==> src/include/swrs_pkg.sv <==
// package: register map, field positions, strap codes and timing for the reset and strap controller
`default_nettype none
package swrs_pkg;
   // register byte offsets
   localparam logic [7:0] ADDR_SWITCH_CTL = 8'h00;
   localparam logic [7:0] ADDR_UP_LSTS = 8'h04;
   localparam logic [7:0] ADDR_DN_LSTS = 8'h08;
   localparam logic [7:0] ADDR_STRAP_STS = 8'h0C;
   localparam logic [7:0] ADDR_GPIO_CFG = 8'h10;
   localparam logic [7:0] ADDR_STATE_STS = 8'h14;
   // switch control fields
   localparam int CTL_HOLD_BIT = 0;
   // slot clock configuration bit position in a link status word
   localparam int LSTS_SCLK_BIT = 12;
   // downstream ports: 2, 4, 6 map to bits 12..14 of the downstream register
   localparam int NUM_DN = 3;
   localparam int DN_PORT6_IDX = 2;
   // gpio config: bit 0 selects the port 6 reset alternate function
   localparam int GPIO_ALT_BIT = 0;
   localparam logic GPIO_ALT_RESET = 1'b1;
   // switch mode strap codes
   localparam logic [2:0] MODE_NORMAL = 3'h0;
   localparam logic [2:0] MODE_EEPROM = 3'h1;
   // master bus rates
   localparam int CLK_HZ = 25000000;
   localparam int SMB_SLOW_HZ = 100000;
   localparam int SMB_FAST_HZ = 400000;
   localparam int SMB_SLOW_DIV = CLK_HZ / SMB_SLOW_HZ;
   localparam int SMB_FAST_DIV = CLK_HZ / SMB_FAST_HZ;
   localparam int DIV_W = 9;
   // reset procedure length in cycles
   localparam logic [3:0] RESET_PROC_CYCLES = 4'h8;
   // bus responses
   localparam logic [1:0] RESP_OKAY = 2'h0;
   localparam logic [1:0] RESP_SLVERR = 2'h2;

   typedef enum logic [1:0] {
      ST_RESET = 2'b00,
      ST_PROC = 2'b01,
      ST_RUN = 2'b11,
      ST_HOLD = 2'b10
   } swrs_state_t;

   typedef struct packed {
      logic [2:0] mode;
      logic hold;
      logic up_cclk;
      logic dn_cclk;
      logic slow;
   } swrs_straps_t;
endpackage
`default_nettype wire

==> src/rtl/swrs_smb_rate.sv <==
// module: master bus bit-rate enable from the latched slow strap
`default_nettype none
module swrs_smb_rate (
   input wire logic clk,
   input wire logic resetn,
   input wire logic slow,
   input wire logic run,
   output logic tick
);
   logic [swrs_pkg::DIV_W-1:0] cnt_q, cnt_d, limit;
   // rate comes only from the strap; no register reaches this input
   assign limit = slow ? swrs_pkg::DIV_W'(swrs_pkg::SMB_SLOW_DIV - 1)
                       : swrs_pkg::DIV_W'(swrs_pkg::SMB_FAST_DIV - 1);
   always_comb begin
      cnt_d = cnt_q;
      tick = 1'b0;
      if (run) begin
         if (cnt_q >= limit) begin
            cnt_d = '0;
            tick = 1'b1;
         end else begin
            cnt_d = cnt_q + 1'b1;
         end
      end
   end
   always_ff @(posedge clk or negedge resetn) begin
      if (!resetn) begin
         cnt_q <= '0;
      end else begin
         cnt_q <= cnt_d;
      end
   end
endmodule // swrs_smb_rate
`default_nettype wire

==> src/rtl/swrs_ctrl.sv <==
// module: reset sequencing, strap capture and status registers over AXI4-Lite
// What this block does
// - one gpio may become port 6 downstream reset output as alternate function
// - downstream common clock strap seeds every downstream slot clock bit to the strap value
// - software writes to downstream slot clock bits override the strap seed
// - upstream slot clock bit seeded from upstream strap, software may override
// - slow strap gives 100 KHz master bus, else 400 KHz
// - master bus speed cannot be changed by software
// - fundamental reset clears the sequencer and gpio config (not the bus slave) and starts a fundamental reset
// - hold request during reset keeps device in reset, both buses stay active
// - device leaves hold only when bus master clears the hold bit or a fundamental reset returns it to reset
// - mode straps: 0 normal, 1 eeprom load, 2 to 7 reserved
`default_nettype none
module swrs_ctrl (
   input wire logic clk,
   input wire logic resetn,
   input wire logic fundamental_reset_n,
   input wire logic reset_hold_request,
   input wire logic [2:0] switch_operating_mode_straps,
   input wire logic downstream_common_clock_strap,
   input wire logic upstream_common_clock_strap,
   input wire logic master_bus_slow_strap,
   input wire logic [31:0] s_axi_awaddr,
   input wire logic s_axi_awvalid,
   output logic s_axi_awready,
   input wire logic [31:0] s_axi_wdata,
   input wire logic [3:0] s_axi_wstrb,
   input wire logic s_axi_wvalid,
   output logic s_axi_wready,
   output logic [1:0] s_axi_bresp,
   output logic s_axi_bvalid,
   input wire logic s_axi_bready,
   input wire logic [31:0] s_axi_araddr,
   input wire logic s_axi_arvalid,
   output logic s_axi_arready,
   output logic [31:0] s_axi_rdata,
   output logic [1:0] s_axi_rresp,
   output logic s_axi_rvalid,
   input wire logic s_axi_rready,
   output logic port6_downstream_reset_out,
   output logic port6_reset_oe_n,
   output logic switch_running,
   output logic core_reset_n,
   output logic eeprom_load_req,
   output logic mode_reserved,
   output logic smb_bit_tick
);
   ////////////////////////////////////////////////////////////////////////
   // pin synchronisers
   logic [6:0] pin_s1_q, pin_s2_q;
   always_ff @(posedge clk or negedge resetn) begin
      if (!resetn) begin
         pin_s1_q <= '0;
         pin_s2_q <= '0;
      end else begin
         pin_s1_q <= {fundamental_reset_n, reset_hold_request, switch_operating_mode_straps,
                      downstream_common_clock_strap, upstream_common_clock_strap};
         pin_s2_q <= pin_s1_q;
      end
   end
   logic perst_n_s;
   swrs_pkg::swrs_straps_t live;
   assign perst_n_s = pin_s2_q[6];
   assign live.hold = pin_s2_q[5];
   assign live.mode = pin_s2_q[4:2];
   assign live.dn_cclk = pin_s2_q[1];
   assign live.up_cclk = pin_s2_q[0];
   // slow strap goes through its own pair to keep the vector tidy
   logic slow_s1_q, slow_s2_q;
   always_ff @(posedge clk or negedge resetn) begin
      if (!resetn) begin
         slow_s1_q <= 1'b0;
         slow_s2_q <= 1'b0;
      end else begin
         slow_s1_q <= master_bus_slow_strap;
         slow_s2_q <= slow_s1_q;
      end
   end
   assign live.slow = slow_s2_q;

   ////////////////////////////////////////////////////////////////////////
   // reset sequencer and strap latch
   swrs_pkg::swrs_state_t st_q, st_d;
   swrs_pkg::swrs_straps_t strap_q, strap_d;
   logic [3:0] proc_q, proc_d;
   logic hold_q, hold_d;
   logic [swrs_pkg::NUM_DN-1:0] dn_sclk_q, dn_sclk_d;
   logic up_sclk_q, up_sclk_d;
   logic gpio_alt_q, gpio_alt_d;
   logic wr_fire;
   logic [7:0] wr_addr;
   logic [31:0] wr_data;
   logic [3:0] wr_strb;

   always_comb begin
      st_d = st_q;
      strap_d = strap_q;
      proc_d = proc_q;
      hold_d = hold_q;
      dn_sclk_d = dn_sclk_q;
      up_sclk_d = up_sclk_q;
      gpio_alt_d = gpio_alt_q;
      if (!perst_n_s) begin
         // sample straps continuously while reset is asserted
         st_d = swrs_pkg::ST_RESET;
         strap_d = live;
         proc_d = '0;
         hold_d = live.hold;
         dn_sclk_d = {swrs_pkg::NUM_DN{live.dn_cclk}};
         up_sclk_d = live.up_cclk;
         gpio_alt_d = 1'b0;
      end else begin
         unique case (st_q)
            swrs_pkg::ST_RESET: begin
               // strap_q frozen from here on; pin changes ignored
               st_d = swrs_pkg::ST_PROC;
            end
            swrs_pkg::ST_PROC: begin
               proc_d = proc_q + 4'h1;
               if (proc_q == swrs_pkg::RESET_PROC_CYCLES - 4'h1) begin
                  st_d = hold_q ? swrs_pkg::ST_HOLD : swrs_pkg::ST_RUN;
               end
            end
            swrs_pkg::ST_HOLD: begin
               if (!hold_q) begin
                  st_d = swrs_pkg::ST_RUN;
               end
            end
            swrs_pkg::ST_RUN: begin
            end
         endcase
         if (wr_fire && wr_strb[0]) begin
            unique case (wr_addr)
               swrs_pkg::ADDR_SWITCH_CTL: begin
                  hold_d = wr_data[swrs_pkg::CTL_HOLD_BIT];
               end
               swrs_pkg::ADDR_GPIO_CFG: begin
                  gpio_alt_d = wr_data[swrs_pkg::GPIO_ALT_BIT];
               end
               default: begin
               end
            endcase
         end
         if (wr_fire && wr_strb[1]) begin
            if (wr_addr == swrs_pkg::ADDR_UP_LSTS) begin
               up_sclk_d = wr_data[swrs_pkg::LSTS_SCLK_BIT];
            end
            if (wr_addr == swrs_pkg::ADDR_DN_LSTS) begin
               for (int i = 0; i < swrs_pkg::NUM_DN; i++) begin
                  dn_sclk_d[i] = wr_data[swrs_pkg::LSTS_SCLK_BIT + i];
               end
            end
         end
      end
   end

   always_ff @(posedge clk or negedge resetn) begin
      if (!resetn) begin
         st_q <= swrs_pkg::ST_RESET;
         strap_q <= '0;
         proc_q <= '0;
         hold_q <= 1'b0;
         dn_sclk_q <= '0;
         up_sclk_q <= 1'b0;
         gpio_alt_q <= 1'b0;
      end else begin
         st_q <= st_d;
         strap_q <= strap_d;
         proc_q <= proc_d;
         hold_q <= hold_d;
         dn_sclk_q <= dn_sclk_d;
         up_sclk_q <= up_sclk_d;
         gpio_alt_q <= gpio_alt_d;
      end
   end

   assign switch_running = (st_q == swrs_pkg::ST_RUN);
   assign core_reset_n = switch_running;
   assign eeprom_load_req = (st_q == swrs_pkg::ST_PROC) && (strap_q.mode == swrs_pkg::MODE_EEPROM);
   assign mode_reserved = (strap_q.mode != swrs_pkg::MODE_NORMAL) && (strap_q.mode != swrs_pkg::MODE_EEPROM);
   // port 6 held in reset until the switch runs; pin released to gpio when alt off
   assign port6_downstream_reset_out = switch_running;
   assign port6_reset_oe_n = ~gpio_alt_q;

   ////////////////////////////////////////////////////////////////////////
   // master bus rate: strap only, runs in hold too so eeprom and bus stay live
   swrs_smb_rate swrs_smb_rate_inst (
      .clk(clk),
      .resetn(resetn),
      .slow(strap_q.slow),
      .run(st_q != swrs_pkg::ST_RESET),
      .tick(smb_bit_tick)
   );

   ////////////////////////////////////////////////////////////////////////
   // axi4-lite slave
   logic aw_q, aw_d, w_q, w_d, b_q, b_d, r_q, r_d;
   logic [7:0] awa_q, awa_d;
   logic [31:0] wd_q, wd_d, rd_q, rd_d;
   logic [3:0] ws_q, ws_d;
   logic [1:0] bresp_q, bresp_d, rresp_q, rresp_d;

   function automatic logic mapped(input logic [7:0] a);
      mapped = (a == swrs_pkg::ADDR_SWITCH_CTL) || (a == swrs_pkg::ADDR_UP_LSTS) ||
               (a == swrs_pkg::ADDR_DN_LSTS) || (a == swrs_pkg::ADDR_STRAP_STS) ||
               (a == swrs_pkg::ADDR_GPIO_CFG) || (a == swrs_pkg::ADDR_STATE_STS);
   endfunction

   assign wr_fire = aw_q && w_q && !b_q;
   assign wr_addr = awa_q;
   assign wr_data = wd_q;
   assign wr_strb = ws_q;
   assign s_axi_awready = !aw_q && !b_q;
   assign s_axi_wready = !w_q && !b_q;
   assign s_axi_arready = !r_q;

   always_comb begin
      aw_d = aw_q;
      w_d = w_q;
      b_d = b_q;
      r_d = r_q;
      awa_d = awa_q;
      wd_d = wd_q;
      ws_d = ws_q;
      rd_d = rd_q;
      bresp_d = bresp_q;
      rresp_d = rresp_q;
      if (s_axi_awvalid && s_axi_awready) begin
         aw_d = 1'b1;
         awa_d = {s_axi_awaddr[7:2], 2'b00};
      end
      if (s_axi_wvalid && s_axi_wready) begin
         w_d = 1'b1;
         wd_d = s_axi_wdata;
         ws_d = s_axi_wstrb;
      end
      if (wr_fire) begin
         aw_d = 1'b0;
         w_d = 1'b0;
         b_d = 1'b1;
         bresp_d = mapped(awa_q) ? swrs_pkg::RESP_OKAY : swrs_pkg::RESP_SLVERR;
      end
      if (b_q && s_axi_bready) begin
         b_d = 1'b0;
      end
      if (s_axi_arvalid && s_axi_arready) begin
         r_d = 1'b1;
         rresp_d = mapped({s_axi_araddr[7:2], 2'b00}) ? swrs_pkg::RESP_OKAY : swrs_pkg::RESP_SLVERR;
         rd_d = '0;
         unique case ({s_axi_araddr[7:2], 2'b00})
            swrs_pkg::ADDR_SWITCH_CTL: rd_d[swrs_pkg::CTL_HOLD_BIT] = hold_q;
            swrs_pkg::ADDR_UP_LSTS: rd_d[swrs_pkg::LSTS_SCLK_BIT] = up_sclk_q;
            swrs_pkg::ADDR_DN_LSTS: rd_d[swrs_pkg::LSTS_SCLK_BIT +: swrs_pkg::NUM_DN] = dn_sclk_q;
            swrs_pkg::ADDR_STRAP_STS: rd_d[6:0] = strap_q;
            swrs_pkg::ADDR_GPIO_CFG: rd_d[swrs_pkg::GPIO_ALT_BIT] = gpio_alt_q;
            swrs_pkg::ADDR_STATE_STS: rd_d[1:0] = st_q;
            default: rd_d = '0;
         endcase
      end else if (r_q && s_axi_rready) begin
         r_d = 1'b0;
      end
   end

   always_ff @(posedge clk or negedge resetn) begin
      if (!resetn) begin
         aw_q <= 1'b0;
         w_q <= 1'b0;
         b_q <= 1'b0;
         r_q <= 1'b0;
         awa_q <= '0;
         wd_q <= '0;
         ws_q <= '0;
         rd_q <= '0;
         bresp_q <= swrs_pkg::RESP_OKAY;
         rresp_q <= swrs_pkg::RESP_OKAY;
      end else begin
         aw_q <= aw_d;
         w_q <= w_d;
         b_q <= b_d;
         r_q <= r_d;
         awa_q <= awa_d;
         wd_q <= wd_d;
         ws_q <= ws_d;
         rd_q <= rd_d;
         bresp_q <= bresp_d;
         rresp_q <= rresp_d;
      end
   end
   assign s_axi_bvalid = b_q;
   assign s_axi_bresp = bresp_q;
   assign s_axi_rvalid = r_q;
   assign s_axi_rdata = rd_q;
   assign s_axi_rresp = rresp_q;
endmodule // swrs_ctrl
`default_nettype wire

==> config.mk <==
export PLATFORM = sky130hd
export DESIGN_NAME = swrs_ctrl
export DESIGN_NICKNAME = d
export VERILOG_FILES = /design/src/include/swrs_pkg.sv /design/src/rtl/swrs_smb_rate.sv /design/src/rtl/swrs_ctrl.sv
export SDC_FILE = /design/constraint.sdc
export NUM_CORES = 1
export LEC_CHECK = 0
export ABC_AREA = 0
export BUFFER_PORTS_ARGS = -buffer_cell sky130_fd_sc_hd__buf_4
export CAP_MARGIN = 40
export CORE_ASPECT_RATIO = 2
export CORE_UTILIZATION = 50
export CTS_BUF_LIST = sky130_fd_sc_hd__clkbuf_4
export CTS_CLUSTER_SIZE = 25
export DETAILED_ROUTE_END_ITERATION = 8
export HOLD_SLACK_MARGIN = 0.05
export PLACE_DENSITY = 0.89
export SYNTH_ARGS = -nofsm -noshare
export SYNTH_HDL_FRONTEND = slang
export SYNTH_SLANG_ARGS = --single-unit
==> constraint.sdc <==
create_clock -name clk -period 4.9 [get_ports clk]
set_clock_uncertainty 0.2 [all_clocks]
set_input_delay 0.245 -clock clk [delete_from_list [all_inputs] [get_ports clk]]
set_output_delay 0.245 -clock clk [all_outputs]
set_load 0.01 [all_outputs]
==> out/summary.txt <==
Status -> finished clean
Required @ worst endpoint -> 4.45 ns
#FFs+latches synth -> 72
Max clock buf depth -> 2
CTS tree -> yes
Core ar. -> 6259 µm²
DP Wirelength -> 4354 µm
Final Max Tran Viols -> 0
Ports -> 163
Vias per inst -> 4.985
P_leak -> 2.005 nW
Crit share post-route -> 0.5405
Worst-Margin Slew -> 0.6780 ns
DIE WIDTH -> 58.76 µm
HP Class -> input pin to register
Syn Std Cell Area -> 3222 µm²
F_max -> 377.6 MHz
CP Class -> register to primary output
First-pass GRT wire length -> 10630 µm
Post-synth EDFFs -> 0
Type of element launching the critical path -> register
Initial antenna violation count -> 0
Clk root buf -> clkbuf_4
Final Instance Area -> 4146 µm²
Multi-input logic area -> 1232 µm²
Starting density of the core -> 0.5148
Fill cells -> 471
Total vias in the final route -> 2288
Global route overflow -> 0
Layout cells sized above 1 -> 0.2547
Syn Inst Count -> 276
CP max FO -> 7
Num rows -> 41
Worst-Skew Late Latency -> 0.40 ns
Worst stage delay on the critical path -> 0.43 ns
Area fraction of the dominant cell type after synthesis -> 0.5592
Cells after DPL -> 407
Synth unique cells -> 44
Non-filler cells, final -> 459
WL per Instance -> 13.92 µm
Area after DPL -> 3627 µm²
Synth top area cells -> dfrtp_1 (56%), mux2_2 (6.6%), buf_4 (6.1%)
Max-slew headroom -> 0.5480
Level count of the clock H-tree -> 3
Most common cell in the synthesized netlist -> dfrtp_1
Ys flop type -> dfrtp_1
PwrDens -> 408.8 nW/µm²
Area Overhead vs Synth -> 28.70%
CP Buf/Inv Count -> 2
Post-CTS setup buffers -> 0
Ys Warns -> 0
CTS Buf Count -> 9
Fin. Hold Viols -> 0
Final #Nets -> 493
Vias in the first global route -> 2420
Cell taking the most area after synthesis -> dfrtp_1
Die area -> 6788 µm²
Router iterations before antenna repair -> 4
Setup Viol. Count Final -> 0
Period minus WS final -> 2.648 ns
CP delay by family, top -> flip-flops
Number of port buffers -> 56
Antenna Cells -> 0
Drt initial violations -> 111
Worst hold slack -> 0.08506 ns
RSZ-0062 raised after global routing -> false
Slowest library cell on the worst path -> dfrtp_1
Crit path cell chain -> inv_1, ha_1, nand3b_1, o41ai_2, and2b_1, buf_4
Worst Path Arrival -> 2.20 ns
Post-synth top cells -> dfrtp_1 (72), buf_4 (26), nor2_1 (20)
Routed Antenna Nets -> 0
Routability Congestion -> 0.7593
Register area share after synthesis -> 0.5592
TritonCTS sink count -> 72
Avg Cell Area, Syn -> 11.67 µm²
Max VDD drop -> 0.2471 mV
Post-synth ARST share -> 1.000
TNS Setup -> 0 ns
Register cell area after layout -> 1802 µm²
Die Ht -> 115.5 µm
Post-route DRC -> 0
Largest net degree at the start of global routing -> 54
Total power draw -> 1.695 mW
Global Route Usage Sum -> 0.2101
CP endpoint kind -> primary output
WL final -> 6390 µm
Maxcap violations -> 0
Clock transition at path regs -> 0.11 ns
flip-flops by register name (all words and copies together), names as in the netlist, 2 cells and up:
name and count:
pin_s1_q 7, s_axi_rdata 10, dn_sclk_q 3, wd_q 4, st_q 2, proc_q 4
swrs_smb_rate_inst.cnt_q 9, pin_s2_q 7, strap_q 7, wr_strb 2, awa_q 6
cell families after synthesis:
kind of cell | after synthesis | synth area share
adders and majority gates | 10 | 0.03883
muxes | 27 | 0.09126
AOI/OAI and AO/OA | 40 | 0.08428
and+or+nand+nor | 73 | 0.1184
buffers and inverters | 45 | 0.08505
DFF | 72 | 0.5592
xor gates and xnor gates | 8 | 0.02175
other | 1 | 0.001164
tightest hold or removal path, stage by stage:
cell and delay [ns]:
buf_4 0.11, nor2b_1 0.16, nand2_1 0.07, o21ai_0 0.06
placed cells by master (no fill, tap or decap), types with 5 or more instances in the layout:
cell type | synthesis | final
inv_1 | 10 | 10
mux2i_1 | 8 | 8
buf_4 | 26 | 56
dfrtp_1 | 72 | 72
a21oi_1 | 12 | 12
dlygate4sd3_1 | 0 | 36
ha_1 | 10 | 10
nand3_1 | 6 | 6
o21ai_0 | 6 | 6
a22o_1 | 5 | 5
clkbuf_4 | 0 | 10
conb_1 | 1 | 24
mux2_2 | 19 | 19
nand2_1 | 14 | 14
nor2_1 | 20 | 20
through the flow:
step,setup WS (ns),utilization
5_1_grt,2.078,0.6625
2_1_floorplan,3.029,-
4_1_cts,2.203,0.6625
3_3_place_gp,2.704,0.5752
6_report,2.252,0.6625
3_5_place_dp,2.669,0.5796
worst paths after layout:
| path | depth (start not counted) | end | slack (ns) | from |
|---|---|---|---|---|
| setup / recovery | 6 | smb_bit_tick | 2.25 | strap_q[0]$_DFFE_PN0N_ |
| hold / removal | 4 | s_axi_rdata[13]$_DFFE_PN0P_ | 0.09 | s_axi_arvalid |
| setup reg to reg | 4 | s_axi_rdata[12]$_DFFE_PN0P_ | 2.82 | s_axi_rvalid$_DFFE_PN0P_ |
| hold reg to reg | 0 | slow_s2_q$_DFF_PN0_ | 0.14 | slow_s1_q$_DFF_PN0_ |
| max in group asynchronous | 4 | proc_q[0]$_DFFE_PN0P_ | 2.71 | resetn |
| min in group asynchronous | 3 | slow_s1_q$_DFF_PN0_ | 0.57 | resetn |
routing by layer:
metal | vias to the layer above | global-route usage | share of wire
met1 | 1115 | 0.2113 | 0.37
li1 | 1088 | - | -
met5 | - | 0 | 0
met2 | 68 | 0.3864 | 0.57
met4 | 0 | 0.1159 | 0.030
met3 | 17 | 0.04464 | 0.030
final cells by class:
type / instances / area share
Sequential cell: 72 / 0.4345
Multi-Input combinational cell: 182 / 0.2972
Timing Repair Buffer: 93 / 0.1949
Tap cell: 86 / 0.02595
Clock inverter: 6 / 0.02022
Clock buffer: 10 / 0.01810
Inverter: 10 / 0.009052
timing repair:
action,in CTS,in global routing
hold buffers,36,0
endpoints found under the hold margin,101,0
gates resized for setup,0,0
where the power goes:
part / total [mW] / switching, mW / internal (mW) / leakage [nW]
registers: 0.827 / 0.112 / 0.716 / 0.884
logic: 0.458 / 0.215 / 0.243 / 1.04
clock network: 0.410 / 0.200 / 0.210 / 0.0817
Note: power is estimated with default switching activity, not from simulation.
